### config.mk
export PLATFORM = sky130hd
export DESIGN_NAME = cio_port_block
export DESIGN_NICKNAME = d
export VERILOG_FILES = /design/src/rtl/cio_pkg.sv /design/src/rtl/cio_input_mc.sv /design/src/rtl/cio_port_block.sv
export SDC_FILE = /design/constraint.sdc
export NUM_CORES = 1
export LEC_CHECK = 0
export BUFFER_PORTS_ARGS = -buffer_cell sky130_fd_sc_hd__buf_2
export CAP_MARGIN = 20
export CORE_MARGIN = 2
export CORE_UTILIZATION = 35
export CTS_CLUSTER_SIZE = 14
export DETAILED_ROUTE_END_ITERATION = 8
export GPL_TIMING_DRIVEN = 0
export HOLD_SLACK_MARGIN = 0.15
export SLEW_MARGIN = 30
export SYNTH_ARGS = -nofsm -noshare
export SYNTH_HDL_FRONTEND = slang
export SYNTH_SLANG_ARGS = --single-unit
### constraint.sdc
create_clock -name CLK_IN -period 4 [get_ports CLK_IN]
set_input_delay 0.6 -clock CLK_IN [delete_from_list [all_inputs] [get_ports CLK_IN]]
set_output_delay 0.6 -clock CLK_IN [all_outputs]
set_load 0.05 [all_outputs]
### src/rtl/cio_pkg.sv
package cio_pkg;

  // Port indices A..G
  localparam int NUM_PORTS = 7;
  localparam int PORT_A = 0;
  localparam int PORT_B = 1;
  localparam int PORT_C = 2;
  localparam int PORT_D = 3;
  localparam int PORT_E = 4;
  localparam int PORT_F = 5;
  localparam int PORT_G = 6;
  localparam logic [7:0] PORT_D_MASK = 8'h0f;

  // Register kinds, byte address = base + kind*0x40 + port*4
  localparam logic [3:0] KIND_DATA_IN = 4'h0;
  localparam logic [3:0] KIND_DATA_OUT = 4'h1;
  localparam logic [3:0] KIND_DIRECTION = 4'h2;
  localparam logic [3:0] KIND_CONTROL = 4'h3;
  localparam logic [3:0] KIND_DRIVE = 4'h4;
  localparam logic [3:0] KIND_MACROCELL = 4'h5;
  localparam logic [3:0] KIND_INPUT_MC = 4'h6;
  localparam logic [3:0] KIND_MISC = 4'h7;
  localparam int KIND_LSB = 6;
  localparam int PORT_LSB = 2;

  // Misc registers (port field of KIND_MISC)
  localparam logic [2:0] MISC_MEMMAP = 3'h0;
  localparam logic [2:0] MISC_BUSTYPE = 3'h1;
  localparam logic [2:0] MISC_JTAG = 3'h2;
  localparam int PIO_BIT = 7;

  localparam logic [7:0] REG_RESET = 8'h00;

  // Latched address layout on output ports
  typedef enum logic [1:0] {
    CIO_BUS_MUX = 2'b00,
    CIO_BUS_BURST = 2'b01,
    CIO_BUS_PAGE = 2'b11,
    CIO_BUS_NONMUX = 2'b10
  } cio_bus_type;

  // Fixed-at-programming configuration per port
  typedef struct packed {
    logic [7:0] pld_out;
    logic [7:0] oe_defined;
    logic [1:0] imc_mode;
    logic imc_clk_pt;
    logic addr_in;
  } cio_fixcfg_type;

  localparam logic [1:0] IMC_DIRECT = 2'h0;
  localparam logic [1:0] IMC_LATCH = 2'h1;
  localparam logic [1:0] IMC_REG = 2'h2;

  // Bus request captured in address phase
  typedef struct packed {
    logic valid;
    logic write;
    logic [11:0] addr;
  } cio_req_type;

endpackage : cio_pkg

### src/rtl/cio_input_mc.sv
`timescale 1ns/1ps
`default_nettype none
module cio_input_mc #(
  parameter int WIDTH = 8
) (
  input wire logic clk_in,
  input wire logic resetn_in,
  input wire logic [1:0] mode_in,
  input wire logic clk_sel_pt_in,
  input wire logic strobe_in,
  input wire logic pt_clk_in,
  input wire logic [WIDTH-1:0] pins_in,
  output logic [WIDTH-1:0] mc_out
);
  logic [WIDTH-1:0] store_q, store_d;
  logic en, en_prev_q, en_prev_d;

  always_comb begin
    en = clk_sel_pt_in ? pt_clk_in : strobe_in;
    en_prev_d = en;
    store_d = store_q;
    if (mode_in == cio_pkg::IMC_LATCH && en) begin
      store_d = pins_in;
    end else if (mode_in == cio_pkg::IMC_REG && en && !en_prev_q) begin
      store_d = pins_in;
    end
    mc_out = (mode_in == cio_pkg::IMC_DIRECT) ? pins_in : store_q;
  end

  always_ff @(posedge clk_in or negedge resetn_in) begin
    if (!resetn_in) begin
      store_q <= '0;
      en_prev_q <= 1'b0;
    end else begin
      store_q <= store_d;
      en_prev_q <= en_prev_d;
    end
  end
endmodule : cio_input_mc
`default_nettype wire

### src/rtl/cio_port_block.sv
// Function
// - Seven ports, port D four pins
// - Output mux: data, address, macrocell, selects
// - Readback buffer returns one source
// - Driver enable is product term OR direction
// - Direction alone rules without product term
// - Input macrocells: latch, register, direct
// - Input macrocells feed PLD and readback
// - Fixed modes from programming, others run-time
// - Port registers mapped on the bus
// - Control zero selects processor I/O mode
// - Output from data-out, input via data-in
// - Ports A-D lack control, processor I/O
// - Address out by enable or direction&control
// - Address nibbles follow bus type
// - Address input on A-D and F
// - JTAG on port E, three enables
// - Peripheral mode on F via memory-map bit
// - Registers reset to zero, bit per pin
// - Direction one output, zero input
//
// The register addresses and the AHB-Lite register port were left to the implementer.
`timescale 1ns/1ps
`default_nettype none
module cio_port_block #(
  parameter int NPORT = 7,
  parameter int ADDR_W = 12
) (
  input wire logic CLK_IN,
  input wire logic RESETN_IN,
  // AHB-Lite slave
  input wire logic HSEL_IN,
  input wire logic [ADDR_W-1:0] HADDR_IN,
  input wire logic [1:0] HTRANS_IN,
  input wire logic HWRITE_IN,
  input wire logic [2:0] HSIZE_IN,
  input wire logic [31:0] HWDATA_IN,
  input wire logic HREADY_IN,
  output logic [31:0] HRDATA_OUT,
  output logic HREADYOUT_OUT,
  output logic HRESP_OUT,
  // Fixed programming configuration per port
  input wire cio_pkg::cio_fixcfg_type [NPORT-1:0] FIXCFG_IN,
  // PLD side
  input wire logic [NPORT-1:0][7:0] MACROCELL_IN,
  input wire logic [NPORT-1:0][7:0] OE_TERM_IN,
  input wire logic [2:0] EXTERNAL_CHIP_SELECTS_IN,
  input wire logic [2:0] IMC_CLK_TERM_IN,
  input wire logic PERIPHERAL_SELECT_ZERO_IN,
  input wire logic PERIPHERAL_SELECT_ONE_IN,
  input wire logic [7:0] PERIPH_DATA_IN,
  input wire logic PERIPH_READ_IN,
  input wire logic [15:0] LATCHED_ADDR_IN,
  input wire logic ADDRESS_LATCH_STROBE_IN,
  input wire logic JTAG_PIN_EN_IN,
  input wire logic JTAG_ISP_EN_IN,
  output logic [2:0][7:0] INPUT_MACROCELL_OUT,
  output logic [7:0] ADDR_IN_BUS_OUT,
  output logic [7:0] PERIPH_DATA_OUT,
  output logic JTAG_ACTIVE_OUT,
  // Pins
  input wire logic [NPORT-1:0][7:0] PIN_IN,
  output logic [NPORT-1:0][7:0] PIN_OUT,
  output logic [NPORT-1:0][7:0] PIN_OEN_OUT
);

  ////////////////////////////////////////////////////////////////////////
  // Registers and pin synchronisers
  logic [NPORT-1:0][7:0] dout_q, dout_d, dir_q, dir_d, drv_q, drv_d;
  logic [NPORT-1:0][7:0] ctl_q, ctl_d;
  logic [7:0] memmap_q, memmap_d, jtag_q, jtag_d;
  cio_pkg::cio_bus_type bus_q, bus_d;
  logic [NPORT-1:0][7:0] pin_s1_q, pin_s2_q;
  logic [2:0] strobe_s_q;
  cio_pkg::cio_req_type req_q, req_d;
  logic [31:0] rdata_q, rdata_d;
  logic [NPORT-1:0][7:0] drive_en, mux_val;
  logic [2:0][7:0] imc_val;

  function automatic logic [7:0] port_mask(input int p);
    port_mask = (p == cio_pkg::PORT_D) ? cio_pkg::PORT_D_MASK : 8'hff;
  endfunction : port_mask

  function automatic logic has_ctl(input int p);
    has_ctl = (p >= cio_pkg::PORT_E);
  endfunction : has_ctl

  always_ff @(posedge CLK_IN or negedge RESETN_IN) begin
    if (!RESETN_IN) begin
      pin_s1_q <= '0;
      pin_s2_q <= '0;
      strobe_s_q <= '0;
    end else begin
      pin_s1_q <= PIN_IN;
      pin_s2_q <= pin_s1_q;
      strobe_s_q <= {strobe_s_q[1:0], ADDRESS_LATCH_STROBE_IN};
    end
  end

  ////////////////////////////////////////////////////////////////////////
  // Input macrocells on ports A to C
  genvar g;
  generate
    for (g = 0; g < 3; g++) begin : g_imc
      cio_input_mc #(.WIDTH(8)) u_imc (
        .clk_in(CLK_IN),
        .resetn_in(RESETN_IN),
        .mode_in(FIXCFG_IN[g].imc_mode),
        .clk_sel_pt_in(FIXCFG_IN[g].imc_clk_pt),
        .strobe_in(strobe_s_q[2]),
        .pt_clk_in(IMC_CLK_TERM_IN[g]),
        .pins_in(pin_s2_q[g]),
        .mc_out(imc_val[g])
      );
    end
  endgenerate
  assign INPUT_MACROCELL_OUT = imc_val;

  ////////////////////////////////////////////////////////////////////////
  // Latched address nibbles per port and bus type
  function automatic logic [7:0] addr_byte(input int p, input cio_pkg::cio_bus_type b,
                                           input logic [15:0] a);
    addr_byte = 8'h00;
    case (b)
      cio_pkg::CIO_BUS_MUX: addr_byte = a[7:0];
      cio_pkg::CIO_BUS_BURST: addr_byte = (p == cio_pkg::PORT_G) ? a[15:8] : {a[7:4], 4'h0};
      cio_pkg::CIO_BUS_PAGE: addr_byte = (p == cio_pkg::PORT_G) ? {a[7:4], a[11:8]} : 8'h00;
      cio_pkg::CIO_BUS_NONMUX: addr_byte = (p == cio_pkg::PORT_G) ? a[7:0] : 8'h00;
      default: addr_byte = 8'h00;
    endcase
  endfunction : addr_byte

  ////////////////////////////////////////////////////////////////////////
  // Output mux and driver enables
  logic pio_on, psel_any;
  logic [NPORT-1:0][7:0] addr_val;
  always_comb begin
    pio_on = memmap_q[cio_pkg::PIO_BIT];
    psel_any = PERIPHERAL_SELECT_ZERO_IN | PERIPHERAL_SELECT_ONE_IN;
    for (int p = 0; p < NPORT; p++) begin
      addr_val[p] = addr_byte(p, bus_q, LATCHED_ADDR_IN);
      for (int b = 0; b < 8; b++) begin
        // Enable term only counts where the pin has one defined
        drive_en[p][b] = dir_q[p][b]
          | (FIXCFG_IN[p].oe_defined[b] & OE_TERM_IN[p][b]);
        mux_val[p][b] = dout_q[p][b];
        if (FIXCFG_IN[p].pld_out[b]) begin
          mux_val[p][b] = MACROCELL_IN[p][b];
        end
        if (p == cio_pkg::PORT_D && b < 3) begin
          mux_val[p][b] = FIXCFG_IN[p].pld_out[b] ? EXTERNAL_CHIP_SELECTS_IN[b]
                                                  : dout_q[p][b];
        end
        if (has_ctl(p) && ctl_q[p][b]) begin
          mux_val[p][b] = addr_val[p][b];
          drive_en[p][b] = dir_q[p][b] | (FIXCFG_IN[p].oe_defined[b] & OE_TERM_IN[p][b]);
        end
      end
      drive_en[p] = drive_en[p] & port_mask(p);
    end
    // Peripheral buffer on port F
    if (pio_on) begin
      mux_val[cio_pkg::PORT_F] = PERIPH_DATA_IN;
      drive_en[cio_pkg::PORT_F] = (psel_any && PERIPH_READ_IN) ? 8'hff : 8'h00;
    end
    // JTAG keeps port E pins 0..5 while active
    if (JTAG_ACTIVE_OUT) begin
      drive_en[cio_pkg::PORT_E][5:0] = 6'h00;
    end
  end

  always_comb begin
    JTAG_ACTIVE_OUT = JTAG_PIN_EN_IN | JTAG_ISP_EN_IN | jtag_q[0];
    PERIPH_DATA_OUT = (pio_on && psel_any) ? pin_s2_q[cio_pkg::PORT_F] : 8'h00;
    ADDR_IN_BUS_OUT = 8'h00;
    for (int p = 0; p < NPORT; p++) begin
      if (FIXCFG_IN[p].addr_in && p != cio_pkg::PORT_E && p != cio_pkg::PORT_G) begin
        ADDR_IN_BUS_OUT = ADDR_IN_BUS_OUT
          | ((p < 3) ? imc_val[p % 3] : pin_s2_q[p]) & port_mask(p);
      end
    end
  end

  always_ff @(posedge CLK_IN or negedge RESETN_IN) begin
    if (!RESETN_IN) begin
      PIN_OUT <= '0;
      PIN_OEN_OUT <= '1;
    end else begin
      PIN_OUT <= mux_val;
      PIN_OEN_OUT <= ~drive_en;
    end
  end

  ////////////////////////////////////////////////////////////////////////
  // AHB-Lite slave
  logic [3:0] kind;
  logic [2:0] pidx;
  logic [7:0] wbyte, rbyte;
  always_comb begin
    req_d.valid = HSEL_IN && HREADY_IN && HTRANS_IN[1];
    req_d.write = HWRITE_IN;
    req_d.addr = HADDR_IN[11:0];
    kind = req_q.addr[9:6];
    pidx = req_q.addr[4:2];
    wbyte = HWDATA_IN[7:0];
    dout_d = dout_q;
    dir_d = dir_q;
    ctl_d = ctl_q;
    drv_d = drv_q;
    memmap_d = memmap_q;
    jtag_d = jtag_q;
    bus_d = bus_q;
    rbyte = 8'h00;
    if (req_q.valid && pidx < 3'(NPORT) && req_q.addr[11:10] == 2'b00
        && !req_q.addr[5]) begin
      case (kind)
        cio_pkg::KIND_DATA_IN: rbyte = pin_s2_q[pidx] & port_mask(int'(pidx));
        cio_pkg::KIND_DATA_OUT: rbyte = dout_q[pidx];
        cio_pkg::KIND_DIRECTION: rbyte = dir_q[pidx];
        cio_pkg::KIND_CONTROL: rbyte = ctl_q[pidx];
        cio_pkg::KIND_DRIVE: rbyte = drv_q[pidx];
        cio_pkg::KIND_MACROCELL: rbyte = MACROCELL_IN[pidx];
        cio_pkg::KIND_INPUT_MC: rbyte = (pidx < 3) ? imc_val[pidx % 3] : 8'h00;
        cio_pkg::KIND_MISC: begin
          case (pidx)
            cio_pkg::MISC_MEMMAP: rbyte = memmap_q;
            cio_pkg::MISC_BUSTYPE: rbyte = {6'h00, bus_q};
            cio_pkg::MISC_JTAG: rbyte = jtag_q;
            default: rbyte = 8'h00;
          endcase
        end
        default: rbyte = 8'h00;
      endcase
      if (req_q.write) begin
        case (kind) // only run-time registers are writable
          cio_pkg::KIND_DATA_OUT: dout_d[pidx] = wbyte & port_mask(int'(pidx));
          cio_pkg::KIND_DIRECTION: dir_d[pidx] = wbyte & port_mask(int'(pidx));
          cio_pkg::KIND_CONTROL: begin
            if (has_ctl(int'(pidx))) begin
              ctl_d[pidx] = wbyte;
            end
          end
          cio_pkg::KIND_DRIVE: drv_d[pidx] = wbyte & port_mask(int'(pidx));
          cio_pkg::KIND_MISC: begin
            case (pidx)
              cio_pkg::MISC_MEMMAP: memmap_d = wbyte;
              cio_pkg::MISC_BUSTYPE: bus_d = cio_pkg::cio_bus_type'(wbyte[1:0]);
              cio_pkg::MISC_JTAG: jtag_d = {7'h00, wbyte[0]};
              default: jtag_d = jtag_q;
            endcase
          end
          default: dout_d = dout_q;
        endcase
      end
    end
    rdata_d = (req_d.valid && !HWRITE_IN) ? 32'h0 : rdata_q;
    if (req_q.valid && !req_q.write) begin
      rdata_d = {24'h000000, rbyte};
    end
  end

  always_ff @(posedge CLK_IN or negedge RESETN_IN) begin
    if (!RESETN_IN) begin
      req_q <= '0;
      rdata_q <= '0;
      dout_q <= '0;
      dir_q <= '0;
      ctl_q <= '0;
      drv_q <= '0;
      memmap_q <= cio_pkg::REG_RESET;
      jtag_q <= cio_pkg::REG_RESET;
      bus_q <= cio_pkg::CIO_BUS_MUX;
    end else begin
      req_q <= req_d;
      rdata_q <= rdata_d;
      dout_q <= dout_d;
      dir_q <= dir_d;
      ctl_q <= ctl_d;
      drv_q <= drv_d;
      memmap_q <= memmap_d;
      jtag_q <= jtag_d;
      bus_q <= bus_d;
    end
  end

  assign HREADYOUT_OUT = !(req_q.valid && !req_q.write);
  assign HRESP_OUT = 1'b0;
  assign HRDATA_OUT = rdata_q;

  ////////////////////////////////////////////////////////////////////////
  // Checks
  dir_reset_a: assert property (@(posedge CLK_IN) disable iff (!RESETN_IN)
    $rose(RESETN_IN) |-> dir_q == '0) else $error("direction not zero");
  oe_or_a: assert property (@(posedge CLK_IN) disable iff (!RESETN_IN)
    (!pio_on && !JTAG_ACTIVE_OUT && dir_q[cio_pkg::PORT_A][0])
      |=> !PIN_OEN_OUT[cio_pkg::PORT_A][0]) else $error("pin not driven");
  dir_alone_a: assert property (@(posedge CLK_IN) disable iff (!RESETN_IN)
    (!FIXCFG_IN[cio_pkg::PORT_B].oe_defined[1] && !dir_q[cio_pkg::PORT_B][1])
      |=> PIN_OEN_OUT[cio_pkg::PORT_B][1]) else $error("pin driven");
  port_d_a: assert property (@(posedge CLK_IN) disable iff (!RESETN_IN)
    PIN_OEN_OUT[cio_pkg::PORT_D][7:4] == 4'hf) else $error("port D upper driven");
  ctl_abc_a: assert property (@(posedge CLK_IN) disable iff (!RESETN_IN)
    ctl_q[2:0] == '0) else $error("control on A-C");
  mcu_out_a: assert property (@(posedge CLK_IN) disable iff (!RESETN_IN)
    (ctl_q[cio_pkg::PORT_E][7] == 1'b0 && !FIXCFG_IN[cio_pkg::PORT_E].pld_out[7])
      |=> PIN_OUT[cio_pkg::PORT_E][7] == $past(dout_q[cio_pkg::PORT_E][7]))
    else $error("data out not on pin");
  addr_out_a: assert property (@(posedge CLK_IN) disable iff (!RESETN_IN)
    (ctl_q[cio_pkg::PORT_G][0] && dir_q[cio_pkg::PORT_G][0]) |=> !PIN_OEN_OUT[cio_pkg::PORT_G][0])
    else $error("address pin not driven");
  pio_tri_a: assert property (@(posedge CLK_IN) disable iff (!RESETN_IN)
    (pio_on && !psel_any) |=> PIN_OEN_OUT[cio_pkg::PORT_F] == 8'hff)
    else $error("peripheral buffer driven");
  read_wait_a: assert property (@(posedge CLK_IN) disable iff (!RESETN_IN)
    (req_q.valid && !req_q.write) |-> !HREADYOUT_OUT ##1 HREADYOUT_OUT)
    else $error("read wait wrong");

endmodule : cio_port_block
`default_nettype wire

==> results.cfg, run 1 <==
[flow_run]
maxCapViolations = 0

[floorplanning]
core_area_sq_um = 60400
rows = 90
die_w_um = 251
dieArea_sq_um = 62900
die_h_um = 251
num_io_pins = 585
initial_core_util_pct = 35.3

[clocking]
ctsLongestPathBuffers = 3
htreeDepth = 2
clock_sinks = 497
clk_latency_ps = 630
root_buffer = clkbuf_16
numCtsBuffers = 55
cts_tree = built
clkTransAtPathRegs_ps = 60
cts_setup_buffers = 0

[min_path]
hold_class = input port to register
holdPathStages = 3

[finish]
mostFrequentLayoutCells = buf_2 (512), dfrtp_1 (445), mux2_2 (315)
final_cells = 3115
register_area_sq_um = 12500
nFillCells = 5525
mostFrequentLayoutCell = buf_2
drive_gt1_share_pct = 47.2
fin_util_pct = 47.1
multi_input_comb_area_sq_um = 8300
final_nets = 2684
syn_to_final_growth_pct = 33.2

[critical_path]
cpMaxStageDelayCell = nor4_1
crit_type = register to register
rr_worst_depth = 9
cp_data_arrival_time_ps = 4420
cp-start-kind = register
worstPathRequired_ps = 4460
endpoint_kind = register
path_max_fanout = 10
cpMostUsedCell = buf_4
cpPeakStageDelay_ps = 860
path_cells = buf_4 -> buf_2 -> buf_4 -> buf_4 -> mux4_2 -> o21ai_0 -> a21oi_1 -> nor4_1 -> o211ai_1

[timing]
maxSlewViolCount = 0
worst_slack_ps = 42.1
hold_viol_final = 0
slew_headroom_pct = 31.9
finClkSkew_ps = 37.2
period_needed_ps = 3960
whs_ps = 181
worst_pin_slew_ps = 1010
tns_ps = 0
setup_viol_count_final = 0
rsz0062_at_grt = false
finalCritPeriodShare_pct = 98.9
fmax_ghz = 0.253

[global_routing]
grt_pass1_vias = 17500
grt_max_degree = 89
gr-usage-all-layers_pct = 25.5
antenna_found_initial = 9
grt_pass1_wl_um = 117000
grt_overflow = 0

[yosys]
yosysSeqAreaShare_pct = 58.6
synthArstFlopShare_pct = 100
synth-edff-count = 0
synth_top_family_by_area = multiplexers
avgSynthCellArea_sq_um = 13.7
synth_xor_area_share_pct = 0
syn_area_sq_um = 21300
synth_compound_area_share_pct = 8.27
yosys_warnings = 0
ys.flop_type = dfrtp_1
muxShareOfSynthArea_pct = 23.3
postSynthRegisterBits = 497
synthCells = 1558
synth-simple-area-share_pct = 6.46
synth_fa_ha_area_share_pct = 0.0586
synth_cell_types = 75

[route]
drt-vias-per-instance = 5.28
routed_wl_um = 81700
drtIter0Drc = 1176
drc = 0
wl_per_cell_um = 26.2
dr.pass1.iters = 5
postRouteAntennaNets = 0
num_vias = 16500

[power]
power_leakage_nw = 13.5
power_density_nw_per_um2 = 433
vdd_drop_max_mv = 0.364

[place]
dpl_worst_slack_ps = -30.1
port_buffers = 495
dp.cells = 2870
hpwl_um = 60500
place_congestion = 0.935

[outcome]
outcome = finished clean
-- metal layers --
layer,up-vias,global-route usage [%],share of wire (%)
met1,8442,33.2,40
met4,2,7.38,2.8
met2,803,42.7,49
met3,138,5.94,8.3
met5,-,0,0.015
li1,7076,-,-
-- timing repair --
item                                   4_1_cts  5_1_grt
hold buffers                               140        0
gates resized for setup                      1        0
endpoints found under the hold margin      129        0
setup endpoints to repair                    1        0
-- critical path: cells and delay by family (launching register included) --
family	cells	cell delay, ps
compound gates	3	550
buf+inv	4	1580
flops	1	390
mux	1	400
simple gates	1	860
-- cell type report --
type,count,area share (%)
tap,782,3.44
antenna,4,0.0352
timing repair buffer,643,14.3
clock inverter,15,0.717
sequential,497,44.0
multi-input combinational,946,29.2
buffer,133,2.36
clock buffer,86,5.86
inverter,9,0.119
-- logic make-up (layout without fill, tap and decap cells) --
logic type      count (synthesis)  after routing
other cells                     2             33
mux                           407            407
flops                         497            497
compound gates                268            268
buf+inv                       142            886
fa+ha+maj                       1              1
simple gates                  241            241
-- power breakdown --
group          switching [mW]  leakage (nW)  total (mW)  internal, mW
Sequential             0.0794          6.37        5.30          5.22
Combinational            1.20          6.21        1.81         0.603
Clock                    2.14         0.901        5.20          3.06
-- state kept, by name, summed over array words and instances (netlist names) --
register,count
PIN_OUT,56
ctl_q,56
dir_q,56
dout_q,56
drv_q,56
PIN_OEN_OUT,52
pin_s1_q,52
pin_s2_q,52
g_imc.u_imc.store_q,24
HRDATA_OUT,8
memmap_q,8
req_q,5
kind,4
g_imc.u_imc.en_prev_q,3
pidx,3
strobe_s_q,3
bus_q,2
jtag_q,1
-- synthesized netlist by cell type (all sizes together), types with 14 or more instances --
library cell	count	area, sq um
a22oi	33	248
mux4	40	901
buf	62	400
mux2i	52	521
a21oi	88	459
nor3	14	158
nand2	74	290
dfrtp	445	11100
nor2	52	253
mux2	315	3550
clkbuf	71	268
dfstp	52	1370
a211oi	15	113
o21ai	46	230
nor2b	36	225
and2	15	95.1
-- worst paths after layout --
check / start / endpoint / slack (ps)
worst max-delay path: pidx[1]$_DFF_PN0_ / HRDATA_OUT[5]$_DFFE_PN0P_ / 40
worst min-delay path: PERIPH_DATA_IN[4] / PIN_OUT[44]$_DFF_PN0_ / 180
worst max register to register: pidx[1]$_DFF_PN0_ / HRDATA_OUT[5]$_DFFE_PN0P_ / 40
worst min register to register: pin_s1_q[11]$_DFF_PN0_ / pin_s2_q[11]$_DFF_PN0_ / 340
max in group asynchronous: RESETN_IN / PIN_OEN_OUT[24]$_DFF_PN1_ / 2030
min in group asynchronous: RESETN_IN / pidx[0]$_DFF_PN0_ / 420
-- per-stage QoR --
step / cell area (sq um) / power [mW]
final: 28400 / 12.3
after CTS: 28400 / 12.4
after detailed placement: 25100 / 7.08
after global placement: 24900 / 7.03
after floorplan: 21400 / 6.36
after global routing: 28400 / 12.7
No activity file was read; power rests on OpenSTA's default activity.
==> run 2: changes to the inputs <==
==> constraint.sdc (replaced) <==
create_clock -name CLK_IN -period 3.53 [get_ports CLK_IN]
set_input_delay 0.5295 -clock CLK_IN [delete_from_list [all_inputs] [get_ports CLK_IN]]
set_output_delay 0.5295 -clock CLK_IN [all_outputs]
set_load 0.05 [all_outputs]
==> run 2 against run 1 <==
  * The flow now finishes with violations (setup timing)
  * Critical path depth fell by 2
  * Non-clock buffer count rose by 91
  * Clock power rose by 13%
  * Global-route usage rose by 0.45 points
  * Total power rose by 14%
  * Sequential cell count did not move
  * Highest routed layer unchanged
  * Register-to-register slack got worse by 60 ps
  * Sequential share of layout area fell by 1.4 points
  * Final cell count rose by 3.0%
  * Hold slack got worse by 1.2 ps
  * Die area did not move
==> results.cfg, run 2 (same netlist as run 1, synthesis figures left out) <==
[timing]
worst_slack_ps = -19.1
tns_ps = -19.1
whs_ps = 179
hold_viol_final = 0
rsz0062_at_grt = false
finalCritPeriodShare_pct = 101
setup_viol_count_final = 1
period_needed_ps = 3550
maxSlewViolCount = 0
fmax_ghz = 0.282
slew_headroom_pct = 33.5
worst_pin_slew_ps = 997
finClkSkew_ps = 38.9

[route]
postRouteAntennaNets = 0
drc = 0
drtIter0Drc = 1209
wl_per_cell_um = 25.9
wl_met1_um = 34200
top_layer_used = met5
wl_met2_um = 40500
route.met3.wl_um = 5970
dr.pass1.iters = 5
drt-vias-per-instance = 5.23
routed_wl_um = 83100
num_vias = 16800

[floorplanning]
dieArea_sq_um = 62900
core_area_sq_um = 60400
die_h_um = 251
num_io_pins = 585
die_w_um = 251
rows = 90
initial_core_util_pct = 35.3

[power]
power_leakage_nw = 13.9
vdd_drop_max_mv = 0.411
power_density_nw_per_um2 = 478

[clocking]
clkTransAtPathRegs_ps = 70
numCtsBuffers = 55
cts_setup_buffers = 0
clk_latency_ps = 630
clock_sinks = 497
ctsLongestPathBuffers = 3
cts_tree = built
root_buffer = clkbuf_16
htreeDepth = 2

[critical_path]
endpoint_kind = register
path_max_fanout = 10
worstPathRequired_ps = 4010
crit_type = register to register
cp-start-kind = register
cp_data_arrival_time_ps = 4020

[global_routing]
gr-usage-all-layers_pct = 26.0
grt_pass1_vias = 18100
grt_max_degree = 89
antenna_found_initial = 9
grt_pass1_wl_um = 119000
grt_overflow = 0

[place]
placed_area_sq_um = 25100
place_congestion = 0.935
dpl_worst_slack_ps = -500
port_buffers = 495
dp.cells = 2870
hpwl_um = 60500

[finish]
final_nets = 2775
nFillCells = 5429
final_cells = 3207
syn_to_final_growth_pct = 37.6
final_area_sq_um = 29400
mostFrequentLayoutCells = buf_2 (511), dfrtp_1 (445), mux2_2 (315)
drive_gt1_share_pct = 45.6
mostFrequentLayoutCell = buf_2

[outcome]
violations = setup timing
outcome = finished with violations

[min_path]
hold_class = input port to register

[flow_run]
maxCapViolations = 0
run 2: cell types whose count changed in the layout (fill, tap and decap cells not counted), sizes merged:
cell	change
dlygate4sd3	+91
diode	+1
run 2: worst paths after layout:
kind / to / depth (start not counted) / startpoint / slack (ps)
setup / recovery: HRDATA_OUT[5]$_DFFE_PN0P_ / 7 / pidx[2]$_DFF_PN0_ / -20
hold / removal: g_imc[0].u_imc.en_prev_q$_DFF_PN0_ / 2 / FIXCFG_IN[1] / 180
setup reg to reg: HRDATA_OUT[5]$_DFFE_PN0P_ / 7 / pidx[2]$_DFF_PN0_ / -20
hold reg to reg: pin_s2_q[11]$_DFF_PN0_ / 0 / pin_s1_q[11]$_DFF_PN0_ / 340
max in group asynchronous: PIN_OEN_OUT[24]$_DFF_PN1_ / 5 / RESETN_IN / 1630
min in group asynchronous: pidx[0]$_DFF_PN0_ / 2 / RESETN_IN / 360
run 2: cell type report:
class                           instances  area (sq um)  share of cell area, %
Multi-Input combinational cell        946          8320                   28.3
Inverter                                9          33.8                  0.115
Sequential cell                       497         12500                   42.6
Timing Repair Buffer                  734          4980                   16.9
Antenna cell                            5          12.5                 0.0426
Clock buffer                           86          1670                   5.67
Clock inverter                         15           204                  0.694
Buffer                                133           677                   2.30
Tap cell                              782           978                   3.33
run 2: routing by layer:
metal  vias up  GRT usage, %
met1      8601          33.7
li1       7256             -
met4         2          7.55
met5         -             0
met3       154          5.73
met2       759          43.8
run 2: through the flow:
step / util (%) / power, mW
CTS: 48.6 / 14.1
global route: 48.7 / 14.5
finish: 48.7 / 14.0
global placement: 41.2 / 7.97
detailed placement: 41.6 / 8.02
floorplan: - / 7.20
run 2: power breakdown:
| group | total (mW) | switching (mW) | internal, mW |
|---|---|---|---|
| combinational | 2.13 | 1.38 | 0.750 |
| sequential | 6.01 | 0.0913 | 5.92 |
| clock | 5.90 | 2.44 | 3.47 |
| total | 14.0 | 3.91 | 10.1 |
run 2: critical path, stage by stage, from the launching register on:
cell      delay [ps]
dfrtp_1          440
buf_4            280
buf_2            340
clkbuf_1         710
clkbuf_1         620
a21oi_1          230
nor4_2           620
o211ai_1         140
run 2: timing repair:
item | 4_1_cts | 5_1_grt
pin swaps | 0 | 0
hold endpoints to repair | 270 | 0
resized for setup | 7 | 1
endpoints found under the setup margin | 5 | 1
hold buffers | 231 | 0
